$ cat src/pscp_pkg.sv
`default_nettype none
package pscp_pkg;

	// ----------------------------------------
	// Register map
	// ----------------------------------------
	localparam logic [7:0] BUCK_ONE_VOLTAGE_CODE_ADDR        = 8'h00;
	localparam logic [7:0] BUCK_TWO_VOLTAGE_CODE_ADDR        = 8'h01;
	localparam logic [7:0] CONVERTER_PARAMETER_REGISTER_ADDR = 8'h04;
	localparam logic [7:0] SYSTEM_CONTROL_REGISTER_ADDR      = 8'h05;

	localparam logic [7:0] BUCK_VOLTAGE_CODE_RESET           = 8'h10;
	localparam logic [7:0] CONVERTER_PARAMETER_RESET         = 8'h0f;
	localparam logic [7:0] SYSTEM_CONTROL_RESET              = 8'h2f;
	localparam logic [7:0] WRITABLE_BITS_MASK                = 8'h7f;
	localparam logic [7:0] UNMAPPED_READ_VALUE               = 8'h00;

	// ----------------------------------------
	// Field positions
	// ----------------------------------------
	localparam int BUCK_ONE_BLEED_ENABLE_BIT   = 2;
	localparam int BUCK_TWO_BLEED_ENABLE_BIT   = 3;
	localparam int BUCK_ONE_CHANNEL_ENABLE_BIT = 0;
	localparam int BUCK_TWO_CHANNEL_ENABLE_BIT = 1;

	// ----------------------------------------
	// Serial target
	// ----------------------------------------
	localparam logic [6:0] TARGET_ADDRESS   = 7'h68;
	localparam logic [0:0] DIR_READ         = 1'h1;
	localparam logic [3:0] BITS_PER_BYTE    = 4'h8;
	localparam int         MAX_BIT_RATE_KBS = 400;
	localparam int         SYS_CLK_MHZ      = 50;
	localparam int         SCL_MIN_CYCLES   = (SYS_CLK_MHZ * 1000) / MAX_BIT_RATE_KBS;

	typedef enum logic [8:0] {
		PSCP_IDLE      = 9'h001,
		PSCP_ADDR      = 9'h002,
		PSCP_ADDR_ACK  = 9'h004,
		PSCP_REG       = 9'h008,
		PSCP_REG_ACK   = 9'h010,
		PSCP_WDATA     = 9'h020,
		PSCP_WDATA_ACK = 9'h040,
		PSCP_RDATA     = 9'h080,
		PSCP_RACK      = 9'h100
	} pscp_state_t;

	function automatic logic [7:0] pscp_next_ptr(input logic [7:0] ptr);
		pscp_next_ptr = ptr + 8'h01;
	endfunction

endpackage
`default_nettype wire

$ cat src/pscp_serial_port.sv
`timescale 1ns/1ns
`default_nettype none
// Overview of operation
// - A disabled buck channel with bleed on connects its 115 ohm discharge resistor.
// - Both bleed options are on after reset without any host write.
// - Host clears each channel's bleed bit independently; each bit acts alone.
// - Over-temperature indication at 155 C shuts every regulator channel down.
// - Cooling to 130 C ends shutdown; channels restart through soft-start.
// - Device is a bus target only, answering address 1101000.
// - Address byte bit 0: 0 writes the device, 1 reads it.
// - Bus bit rate up to 400 kb/s; host never clocks faster.
// - Supports register write, read with register address, read without one.
// - Every control register takes its reset value at start-up.
// - Buck one voltage code at address 0x00, buck two at 0x01.
// - Voltage registers: 7-bit code in bits 6..0, bit 7 zero, reset 0x10.
// - Code maps linearly from 0.825 V in 25 mV steps to 3.600 V.
// - Bleed enables are bits 2 and 3 of register 0x04, reset to one.
// - Channel enable bits in register 0x05; zero disables the channel.
module pscp_serial_port
	import pscp_pkg::*;
(
	input  wire logic       sys_clk,
	input  wire logic       rst_n,
	input  wire logic       serial_clock_pin,
	input  wire logic       serial_data_pin_in,
	output logic            serial_data_pin_out,
	output logic            serial_data_pin_oe,
	input  wire logic       temp_trip_high,
	input  wire logic       temp_below_low,
	output logic            buck_channel_one_run,
	output logic            buck_channel_two_run,
	output logic            buck_channel_one_bleed,
	output logic            buck_channel_two_bleed,
	output logic      [6:0] buck_one_voltage_code_out,
	output logic      [6:0] buck_two_voltage_code_out,
	output logic            thermal_shutdown,
	output logic            soft_start_request
);

	// ----------------------------------------
	// Input synchronisers
	// ----------------------------------------
	logic [2:0] scl_sync;
	logic [2:0] sda_sync;
	logic [1:0] hot_sync;
	logic [1:0] cool_sync;

	always_ff @(posedge sys_clk or negedge rst_n) begin
		if (!rst_n) begin
			scl_sync  <= 3'h7;
			sda_sync  <= 3'h7;
			hot_sync  <= 2'h0;
			cool_sync <= 2'h0;
		end else begin
			scl_sync  <= {scl_sync[1:0], serial_clock_pin};
			sda_sync  <= {sda_sync[1:0], serial_data_pin_in};
			hot_sync  <= {hot_sync[0], temp_trip_high};
			cool_sync <= {cool_sync[0], temp_below_low};
		end
	end

	logic scl_rise;
	logic scl_fall;
	logic bus_start;
	logic bus_stop;
	logic sda_bit;

	// Stage 1 and 2 are synchronised, stage 2 vs stage 3 finds edges
	assign sda_bit   = sda_sync[1];
	assign scl_rise  = scl_sync[1] & ~scl_sync[2];
	assign scl_fall  = ~scl_sync[1] & scl_sync[2];
	assign bus_start = scl_sync[1] & scl_sync[2] & ~sda_sync[1] & sda_sync[2];
	assign bus_stop  = scl_sync[1] & scl_sync[2] & sda_sync[1] & ~sda_sync[2];

	// ----------------------------------------
	// Register file
	// ----------------------------------------
	logic [7:0] rd_data;
	logic [7:0] reg_one;
	logic [7:0] reg_two;
	logic [7:0] reg_param;
	logic [7:0] reg_sys;
	logic       wr_en;
	logic [7:0] ptr;
	logic [7:0] shreg;

	pscp_regfile u_regfile (
		.sys_clk                      (sys_clk),
		.rst_n                        (rst_n),
		.wr_en                        (wr_en),
		.wr_addr                      (ptr),
		.wr_data                      (shreg),
		.rd_addr                      (ptr),
		.rd_data                      (rd_data),
		.buck_one_voltage_code        (reg_one),
		.buck_two_voltage_code        (reg_two),
		.converter_parameter_register (reg_param),
		.system_control_register      (reg_sys)
	);

	// ----------------------------------------
	// Serial target state machine
	// ----------------------------------------
	pscp_state_t state;
	pscp_state_t next_state;
	logic [3:0]  bit_cnt;
	logic [3:0]  next_bit_cnt;
	logic [7:0]  next_shreg;
	logic [7:0]  next_ptr;
	logic        is_read;
	logic        next_is_read;
	logic        nack;
	logic        next_nack;
	logic        sda_low;
	logic        next_sda_low;
	logic        next_wr_en;

	always_comb begin
		next_state   = state;
		next_bit_cnt = bit_cnt;
		next_shreg   = shreg;
		next_ptr     = ptr;
		next_is_read = is_read;
		next_nack    = nack;
		next_sda_low = sda_low;
		next_wr_en   = 1'b0;
		if (wr_en) begin
			next_ptr = pscp_next_ptr(ptr);
		end
		if (bus_start) begin
			next_state   = PSCP_ADDR;
			next_bit_cnt = 4'h0;
			next_sda_low = 1'b0;
		end else if (bus_stop) begin
			next_state   = PSCP_IDLE;
			next_sda_low = 1'b0;
		end else if (scl_rise) begin
			unique case (state)
				PSCP_ADDR, PSCP_REG, PSCP_WDATA: begin
					next_shreg   = {shreg[6:0], sda_bit};
					next_bit_cnt = bit_cnt + 4'h1;
				end
				PSCP_RDATA: next_bit_cnt = bit_cnt + 4'h1;
				PSCP_RACK:  next_nack    = sda_bit;
				default:    next_nack    = nack;
			endcase
		end else if (scl_fall) begin
			unique case (state)
				PSCP_ADDR: begin
					if (bit_cnt == BITS_PER_BYTE) begin
						if (shreg[7:1] == TARGET_ADDRESS) begin
							next_is_read = (shreg[0] == DIR_READ);
							next_sda_low = 1'b1;
							next_state   = PSCP_ADDR_ACK;
						end else begin
							next_state = PSCP_IDLE;
						end
					end
				end
				PSCP_ADDR_ACK: begin
					next_bit_cnt = 4'h0;
					if (is_read) begin
						// Read without a register address uses the old pointer
						next_sda_low = ~rd_data[7];
						next_shreg   = {rd_data[6:0], 1'b0};
						next_state   = PSCP_RDATA;
					end else begin
						next_sda_low = 1'b0;
						next_state   = PSCP_REG;
					end
				end
				PSCP_REG: begin
					if (bit_cnt == BITS_PER_BYTE) begin
						next_ptr     = shreg;
						next_sda_low = 1'b1;
						next_state   = PSCP_REG_ACK;
					end
				end
				PSCP_REG_ACK, PSCP_WDATA_ACK: begin
					next_sda_low = 1'b0;
					next_bit_cnt = 4'h0;
					next_state   = PSCP_WDATA;
				end
				PSCP_WDATA: begin
					if (bit_cnt == BITS_PER_BYTE) begin
						next_wr_en   = 1'b1;
						next_sda_low = 1'b1;
						next_state   = PSCP_WDATA_ACK;
					end
				end
				PSCP_RDATA: begin
					if (bit_cnt == BITS_PER_BYTE) begin
						next_sda_low = 1'b0;
						next_ptr     = pscp_next_ptr(ptr);
						next_state   = PSCP_RACK;
					end else begin
						next_sda_low = ~shreg[7];
						next_shreg   = {shreg[6:0], 1'b0};
					end
				end
				PSCP_RACK: begin
					next_bit_cnt = 4'h0;
					if (nack) begin
						next_state = PSCP_IDLE;
					end else begin
						next_sda_low = ~rd_data[7];
						next_shreg   = {rd_data[6:0], 1'b0};
						next_state   = PSCP_RDATA;
					end
				end
				default: next_sda_low = 1'b0;
			endcase
		end
	end

	always_ff @(posedge sys_clk or negedge rst_n) begin
		if (!rst_n) begin
			state   <= PSCP_IDLE;
			bit_cnt <= 4'h0;
			shreg   <= 8'h00;
			ptr     <= 8'h00;
			is_read <= 1'b0;
			nack    <= 1'b0;
			sda_low <= 1'b0;
			wr_en   <= 1'b0;
		end else begin
			state   <= next_state;
			bit_cnt <= next_bit_cnt;
			shreg   <= next_shreg;
			ptr     <= next_ptr;
			is_read <= next_is_read;
			nack    <= next_nack;
			sda_low <= next_sda_low;
			wr_en   <= next_wr_en;
		end
	end

	assign serial_data_pin_out = 1'b0;
	assign serial_data_pin_oe  = sda_low;

	// ----------------------------------------
	// Thermal shutdown and channel outputs
	// ----------------------------------------
	logic next_shutdown;
	logic next_soft_start;
	logic next_one_run;
	logic next_two_run;

	always_comb begin
		next_shutdown   = thermal_shutdown;
		next_soft_start = 1'b0;
		if (hot_sync[1]) begin
			next_shutdown = 1'b1;
		end else if (thermal_shutdown && cool_sync[1]) begin
			next_shutdown   = 1'b0;
			next_soft_start = 1'b1;
		end
		next_one_run = reg_sys[BUCK_ONE_CHANNEL_ENABLE_BIT] & ~next_shutdown;
		next_two_run = reg_sys[BUCK_TWO_CHANNEL_ENABLE_BIT] & ~next_shutdown;
	end

	always_ff @(posedge sys_clk or negedge rst_n) begin
		if (!rst_n) begin
			thermal_shutdown          <= 1'b0;
			soft_start_request        <= 1'b0;
			buck_channel_one_run      <= 1'b0;
			buck_channel_two_run      <= 1'b0;
			buck_channel_one_bleed    <= 1'b0;
			buck_channel_two_bleed    <= 1'b0;
			buck_one_voltage_code_out <= BUCK_VOLTAGE_CODE_RESET[6:0];
			buck_two_voltage_code_out <= BUCK_VOLTAGE_CODE_RESET[6:0];
		end else begin
			thermal_shutdown          <= next_shutdown;
			soft_start_request        <= next_soft_start;
			buck_channel_one_run      <= next_one_run;
			buck_channel_two_run      <= next_two_run;
			buck_channel_one_bleed    <= ~next_one_run & reg_param[BUCK_ONE_BLEED_ENABLE_BIT];
			buck_channel_two_bleed    <= ~next_two_run & reg_param[BUCK_TWO_BLEED_ENABLE_BIT];
			buck_one_voltage_code_out <= reg_one[6:0];
			buck_two_voltage_code_out <= reg_two[6:0];
		end
	end

endmodule // pscp_serial_port
`default_nettype wire

$ cat src/pscp_regfile.sv
`timescale 1ns/1ns
`default_nettype none
module pscp_regfile
	import pscp_pkg::*;
(
	input  wire logic       sys_clk,
	input  wire logic       rst_n,
	input  wire logic       wr_en,
	input  wire logic [7:0] wr_addr,
	input  wire logic [7:0] wr_data,
	input  wire logic [7:0] rd_addr,
	output logic      [7:0] rd_data,
	output logic      [7:0] buck_one_voltage_code,
	output logic      [7:0] buck_two_voltage_code,
	output logic      [7:0] converter_parameter_register,
	output logic      [7:0] system_control_register
);

	logic [7:0] next_rd_data;
	logic [7:0] next_one;
	logic [7:0] next_two;
	logic [7:0] next_param;
	logic [7:0] next_sys;
	logic [7:0] wval;

	// ----------------------------------------
	// Write decode and registered read
	// ----------------------------------------
	always_comb begin
		wval       = wr_data & WRITABLE_BITS_MASK;
		next_one   = buck_one_voltage_code;
		next_two   = buck_two_voltage_code;
		next_param = converter_parameter_register;
		next_sys   = system_control_register;
		if (wr_en) begin
			unique case (wr_addr)
				BUCK_ONE_VOLTAGE_CODE_ADDR:        next_one   = wval;
				BUCK_TWO_VOLTAGE_CODE_ADDR:        next_two   = wval;
				CONVERTER_PARAMETER_REGISTER_ADDR: next_param = wval;
				SYSTEM_CONTROL_REGISTER_ADDR:      next_sys   = wval;
				default:                           next_one   = buck_one_voltage_code;
			endcase
		end
		unique case (rd_addr)
			BUCK_ONE_VOLTAGE_CODE_ADDR:        next_rd_data = buck_one_voltage_code;
			BUCK_TWO_VOLTAGE_CODE_ADDR:        next_rd_data = buck_two_voltage_code;
			CONVERTER_PARAMETER_REGISTER_ADDR: next_rd_data = converter_parameter_register;
			SYSTEM_CONTROL_REGISTER_ADDR:      next_rd_data = system_control_register;
			default:                           next_rd_data = UNMAPPED_READ_VALUE;
		endcase
	end

	always_ff @(posedge sys_clk or negedge rst_n) begin
		if (!rst_n) begin
			buck_one_voltage_code        <= BUCK_VOLTAGE_CODE_RESET;
			buck_two_voltage_code        <= BUCK_VOLTAGE_CODE_RESET;
			converter_parameter_register <= CONVERTER_PARAMETER_RESET;
			system_control_register      <= SYSTEM_CONTROL_RESET;
			rd_data                      <= UNMAPPED_READ_VALUE;
		end else begin
			buck_one_voltage_code        <= next_one;
			buck_two_voltage_code        <= next_two;
			converter_parameter_register <= next_param;
			system_control_register      <= next_sys;
			rd_data                      <= next_rd_data;
		end
	end

endmodule // pscp_regfile
`default_nettype wire

$ cat config.mk
export PLATFORM = sky130hd
export DESIGN_NAME = pscp_serial_port
export DESIGN_NICKNAME = d
export VERILOG_FILES = /design/src/pscp_pkg.sv /design/src/pscp_serial_port.sv /design/src/pscp_regfile.sv
export SDC_FILE = /design/constraint.sdc
export NUM_CORES = 1
export LEC_CHECK = 0
export ABC_AREA = 0
export ABC_CLOCK_PERIOD_IN_PS = 7280
export BUFFER_PORTS_ARGS = -buffer_cell sky130_fd_sc_hd__buf_2
export CAP_MARGIN = 5
export CORE_MARGIN = 8
export CORE_UTILIZATION = 65
export DETAILED_ROUTE_END_ITERATION = 16
export HOLD_SLACK_MARGIN = 0.02
export PLACE_DENSITY = 0.92
export SETUP_SLACK_MARGIN = 0.4
export SLEW_MARGIN = 10
export SYNTH_ARGS = -nofsm -noshare
export SYNTH_HDL_FRONTEND = slang
export SYNTH_SLANG_ARGS = --single-unit
$ cat constraint.sdc
create_clock -name sys_clk -period 7.28 [get_ports sys_clk]
set_input_delay 1.456 -clock sys_clk [delete_from_list [all_inputs] [get_ports sys_clk]]
set_output_delay 1.456 -clock sys_clk [all_outputs]
set_load 0.1 [all_outputs]
==> flow_summary.yaml <==
run_status:
  run_status: "complete, no violations"
power:
  power.share.combinational: 0.091
  sw_frac_of_total: 0.2823
  cell_internal_pwr_w: 0.0007572
  ir_drop_mv: 0.1318
  net-switching-power_w: 0.0002978
  seqPwrFrac: 0.550
  power_frac_clock: 0.359
  power_per_cell_area_nw_per_um2: 203.8
  power_leakage_nw: 2.391
cts:
  buffer_count_from_post_cts_setup_fixing: 0
  clkTransAtPathRegs_ns: 0.10
  clk_root_buffer_cell: "clkbuf_8"
  cts_inserted_buffers: 9
  clk-insertion-delay-late_ns: 0.37
  cts_htree_levels: 3
  cts_hold_repair.buffers: 0
  cts_tree: "done"
  longest_clk_path_bufs: 2
  numClockSinks: 98
  post_cts.resized_instances: 0
critical_path:
  critPathMaxFanout: 13
  setup.reg_to_reg.worst_slack_ns: 4.50
  worst_ep_required_time_ns: 7.54
  timing.critical_path.cells: "or4_4 -> nor4_4 -> a222oi_1 -> a21o_1 -> mux2_4"
  worstSetupStartpointType: "flop"
  cp-end-kind: "flop"
  timing.critical_path.arrival_ns: 3.04
  critPathMaxStageDelay_ns: 0.62
  timing_worst_setup_path_type: "flop to flop"
  cp_slowest_cell: "or4_4"
finish:
  drive_gt1_frac: 0.2727
  post-route-cell-area_um2: 5176
  layoutNonFillerInstCount: 539
  antennaDiodeCount: 0
  flow.area_growth_from_synthesis_pct: 8.016
  sequential_cell_area_um2: 2477
  num-fill-cells: 486
  layout.nets: 449
  multi_input_comb_area_um2: 2160
floorplanning:
  floorplan.initialDensity: 0.6642
  die-height_um: 101.9
  boundaryPins: 28
  core.rowCount: 31
  core_region_area_um2: 7214
  dieWidth_um: 101.9
  floorplan.die_area_um2: 10380
logic_synthesis:
  synth.avg_cell_area_um2: 11.44
  synth_seq_cells: 98
  synth_fp_nets: 433
  post-synth-top-area-cell: "dfrtp_1"
  synth_top_cell_area_share: 0.4073
  synthTopCellsByArea: "dfrtp_1 41%, dfstp_2 11%, mux2_2 8.5%"
  synth_enable_flop_cells: 0
  synth.yosys.warnings: 0
  most_used_flip_flop_cell_after_synthesis: "dfrtp_1"
  asyncSetResetFlopFracSynth: 1.000
  synthesis.area_um2: 4792
  synth.yosys.seq_area_share: 0.5170
  synth.lib_cells_used.distinct: 63
  syn-instance-count: 419
placement:
  placed_area_um2: 4954
  placed_cells_incl_taps: 523
  dpl.hpwl_um: 6953
  numPortBuffers: 26
  finalWeightedCongestion: 0.9169
timing:
  period_share: 0.3821
  timing.final.hold_violations: 0
  tightest_slew_ns: 0.8767
  setup_repair_after_global_routing_missed_its_margin: "no"
  hold-worst-slack_ns: 0.3572
  setup_violations: 0
  maxSlewHeadroom: 0.4134
  fmax_mhz: 359.5
  setup_total_negative_slack_ns: 0
  final_max_slew_viol_count: 0
  period_minus_slack_ns: 2.781
  skew_ns: 0.01495
route:
  total_length_of_routed_wires_um: 10210
  antenna_left: 0
  num_vias: 3453
  drt_iter0_markers: 249
  detailedRoute.firstPassIterationCount: 5
  post_drt_via_cell_ratio: 6.406
  post_detailed_route_drc_marker_count: 0
  wl_per_cell_um: 18.94
global_route:
  grt_pass1_vias: 3363
  gr-total-overflow: 0
  globalRouteTotalUtil: 0.2090
  antenna_violations_before_repair: 0
  grt_pass1_wl_um: 16900
  maximum_number_of_pins_on_one_net_before_global_route_repair: 54
run:
  count_of_max_cap_constraint_violations: 0
worst_hold_path:
  min-delay-path-class: "flop to flop"
[through the flow]
| step | utilization | setup slack (ns) | power (W) |
|---|---|---|---|
| detailed placement | 0.6866 | 4.535 | 0.0006848 |
| CTS | 0.7175 | 4.512 | 0.001059 |
| global placement | 0.6866 | 4.567 | 0.0006815 |
| global route | 0.7175 | 4.367 | 0.001089 |
| finish | 0.7175 | 4.499 | 0.001055 |
| floorplan | - | 4.912 | 0.0006538 |
[synthesized netlist by cell type (all sizes together) (5+ instances only)]
library cell,n
clkbuf,13
nand3,11
mux2,44
nand2b,5
inv,14
a21oi,9
nor4b,5
o22ai,5
nand4,11
dfrtp,78
o21ai,9
ha,8
a22oi,19
nor2,26
nand2,35
mux2i,8
xnor2,8
and2,5
dfstp,20
xor2,7
nor3,6
nor4,5
buf,9
[worst max-delay path: cells and delay by family (launching register included)]
kind,cells,cell delay [ns]
muxes,1,0.35
AOI/OAI and AO/OA,2,0.59
and+or+nand+nor,2,1.17
DFF,1,0.56
[per-layer routing]
metal	global-route usage	wire length, um
met5	0	0
met2	0.3436	4963
met3	0.03474	713
met1	0.2768	4370
met4	0.06659	161
[state kept, by name, summed over array words and instances (netlist names), 2 cells and up]
| register | flops |
|---|---|
| u_regfile.system_control_register | 7 |
| u_regfile.rd_data | 7 |
| u_regfile.buck_one_voltage_code | 7 |
| u_regfile.converter_parameter_register | 7 |
| bit_cnt | 4 |
| state | 9 |
| hot_sync | 2 |
| buck_two_voltage_code_out | 7 |
| ptr | 8 |
| u_regfile.buck_two_voltage_code | 7 |
| cool_sync | 2 |
| sda_sync | 3 |
| scl_sync | 3 |
| shreg | 8 |
| buck_one_voltage_code_out | 7 |
[cells by family (layout without fill, tap and decap cells)]
logic type	Yosys count	count (layout)	synth area share
XOR/XNOR	15	15	0.02742
AND/OR/NAND/NOR	136	136	0.1637
flip-flops	98	98	0.5170
AO/OA/AOI/OAI	73	73	0.1123
other	1	1	0.0007825
multiplexers	52	52	0.1256
adder cells (fa/ha/maj)	8	8	0.02089
buffers and inverters	36	57	0.03238
[worst paths after layout]
kind | endpoint | depth (start not counted) | startpoint
setup / recovery | shreg[1] | 5 | state[3]
hold / removal | hot_sync[1] | 0 | hot_sync[0]
setup reg to reg | shreg[1] | 5 | state[3]
hold reg to reg | hot_sync[1] | 0 | hot_sync[0]
max in group asynchronous | u_regfile.rd_data[1] | 2 | rst_n
min in group asynchronous | buck_two_voltage_code_out[3] | 1 | rst_n
[cell usage in the layout, fill, tap and decap left out, types with 4 or more instances in the layout]
cell type,synthesis,layout
nand3_1,11,11
and2_1,5,5
o21a_1,4,4
o22ai_1,5,5
nor3_2,4,4
inv_1,14,14
clkbuf_8,0,9
nor2_1,25,25
ha_1,8,8
buf_2,7,25
nor4b_1,4,4
nand4_1,11,11
nor2b_1,4,4
nand2_1,35,35
or3_1,4,4
a21oi_1,9,9
dfstp_2,20,20
o21ai_0,6,6
nand2b_1,5,5
dfrtp_1,78,78
mux2i_1,8,8
xor2_1,7,7
a22oi_1,19,19
mux2_4,7,7
mux2_2,36,36
xnor2_1,8,8
[final cells by class]
type | count | share of cell area
Sequential cell | 98 | 0.4786
Clock buffer | 9 | 0.02393
Timing Repair Buffer | 27 | 0.02707
Inverter | 14 | 0.01015
Tap cell | 99 | 0.02393
Multi-Input combinational cell | 285 | 0.4172
Clock inverter | 7 | 0.01910
[power by group through the flow]
| stage | Sequential, W | Combinational [W] | Clock [W] |
|---|---|---|---|
| CTS | 0.000579 | 0.0000962 | 0.000383 |
| global placement | 0.000587 | 0.0000943 | 0 |
| floorplan | 0.000596 | 0.0000582 | 0 |
| finish | 0.000580 | 0.0000961 | 0.000379 |
| detailed placement | 0.000589 | 0.0000961 | 0 |
| global route | 0.000583 | 0.000106 | 0.000401 |
No activity file was read; power rests on OpenSTA's default activity.
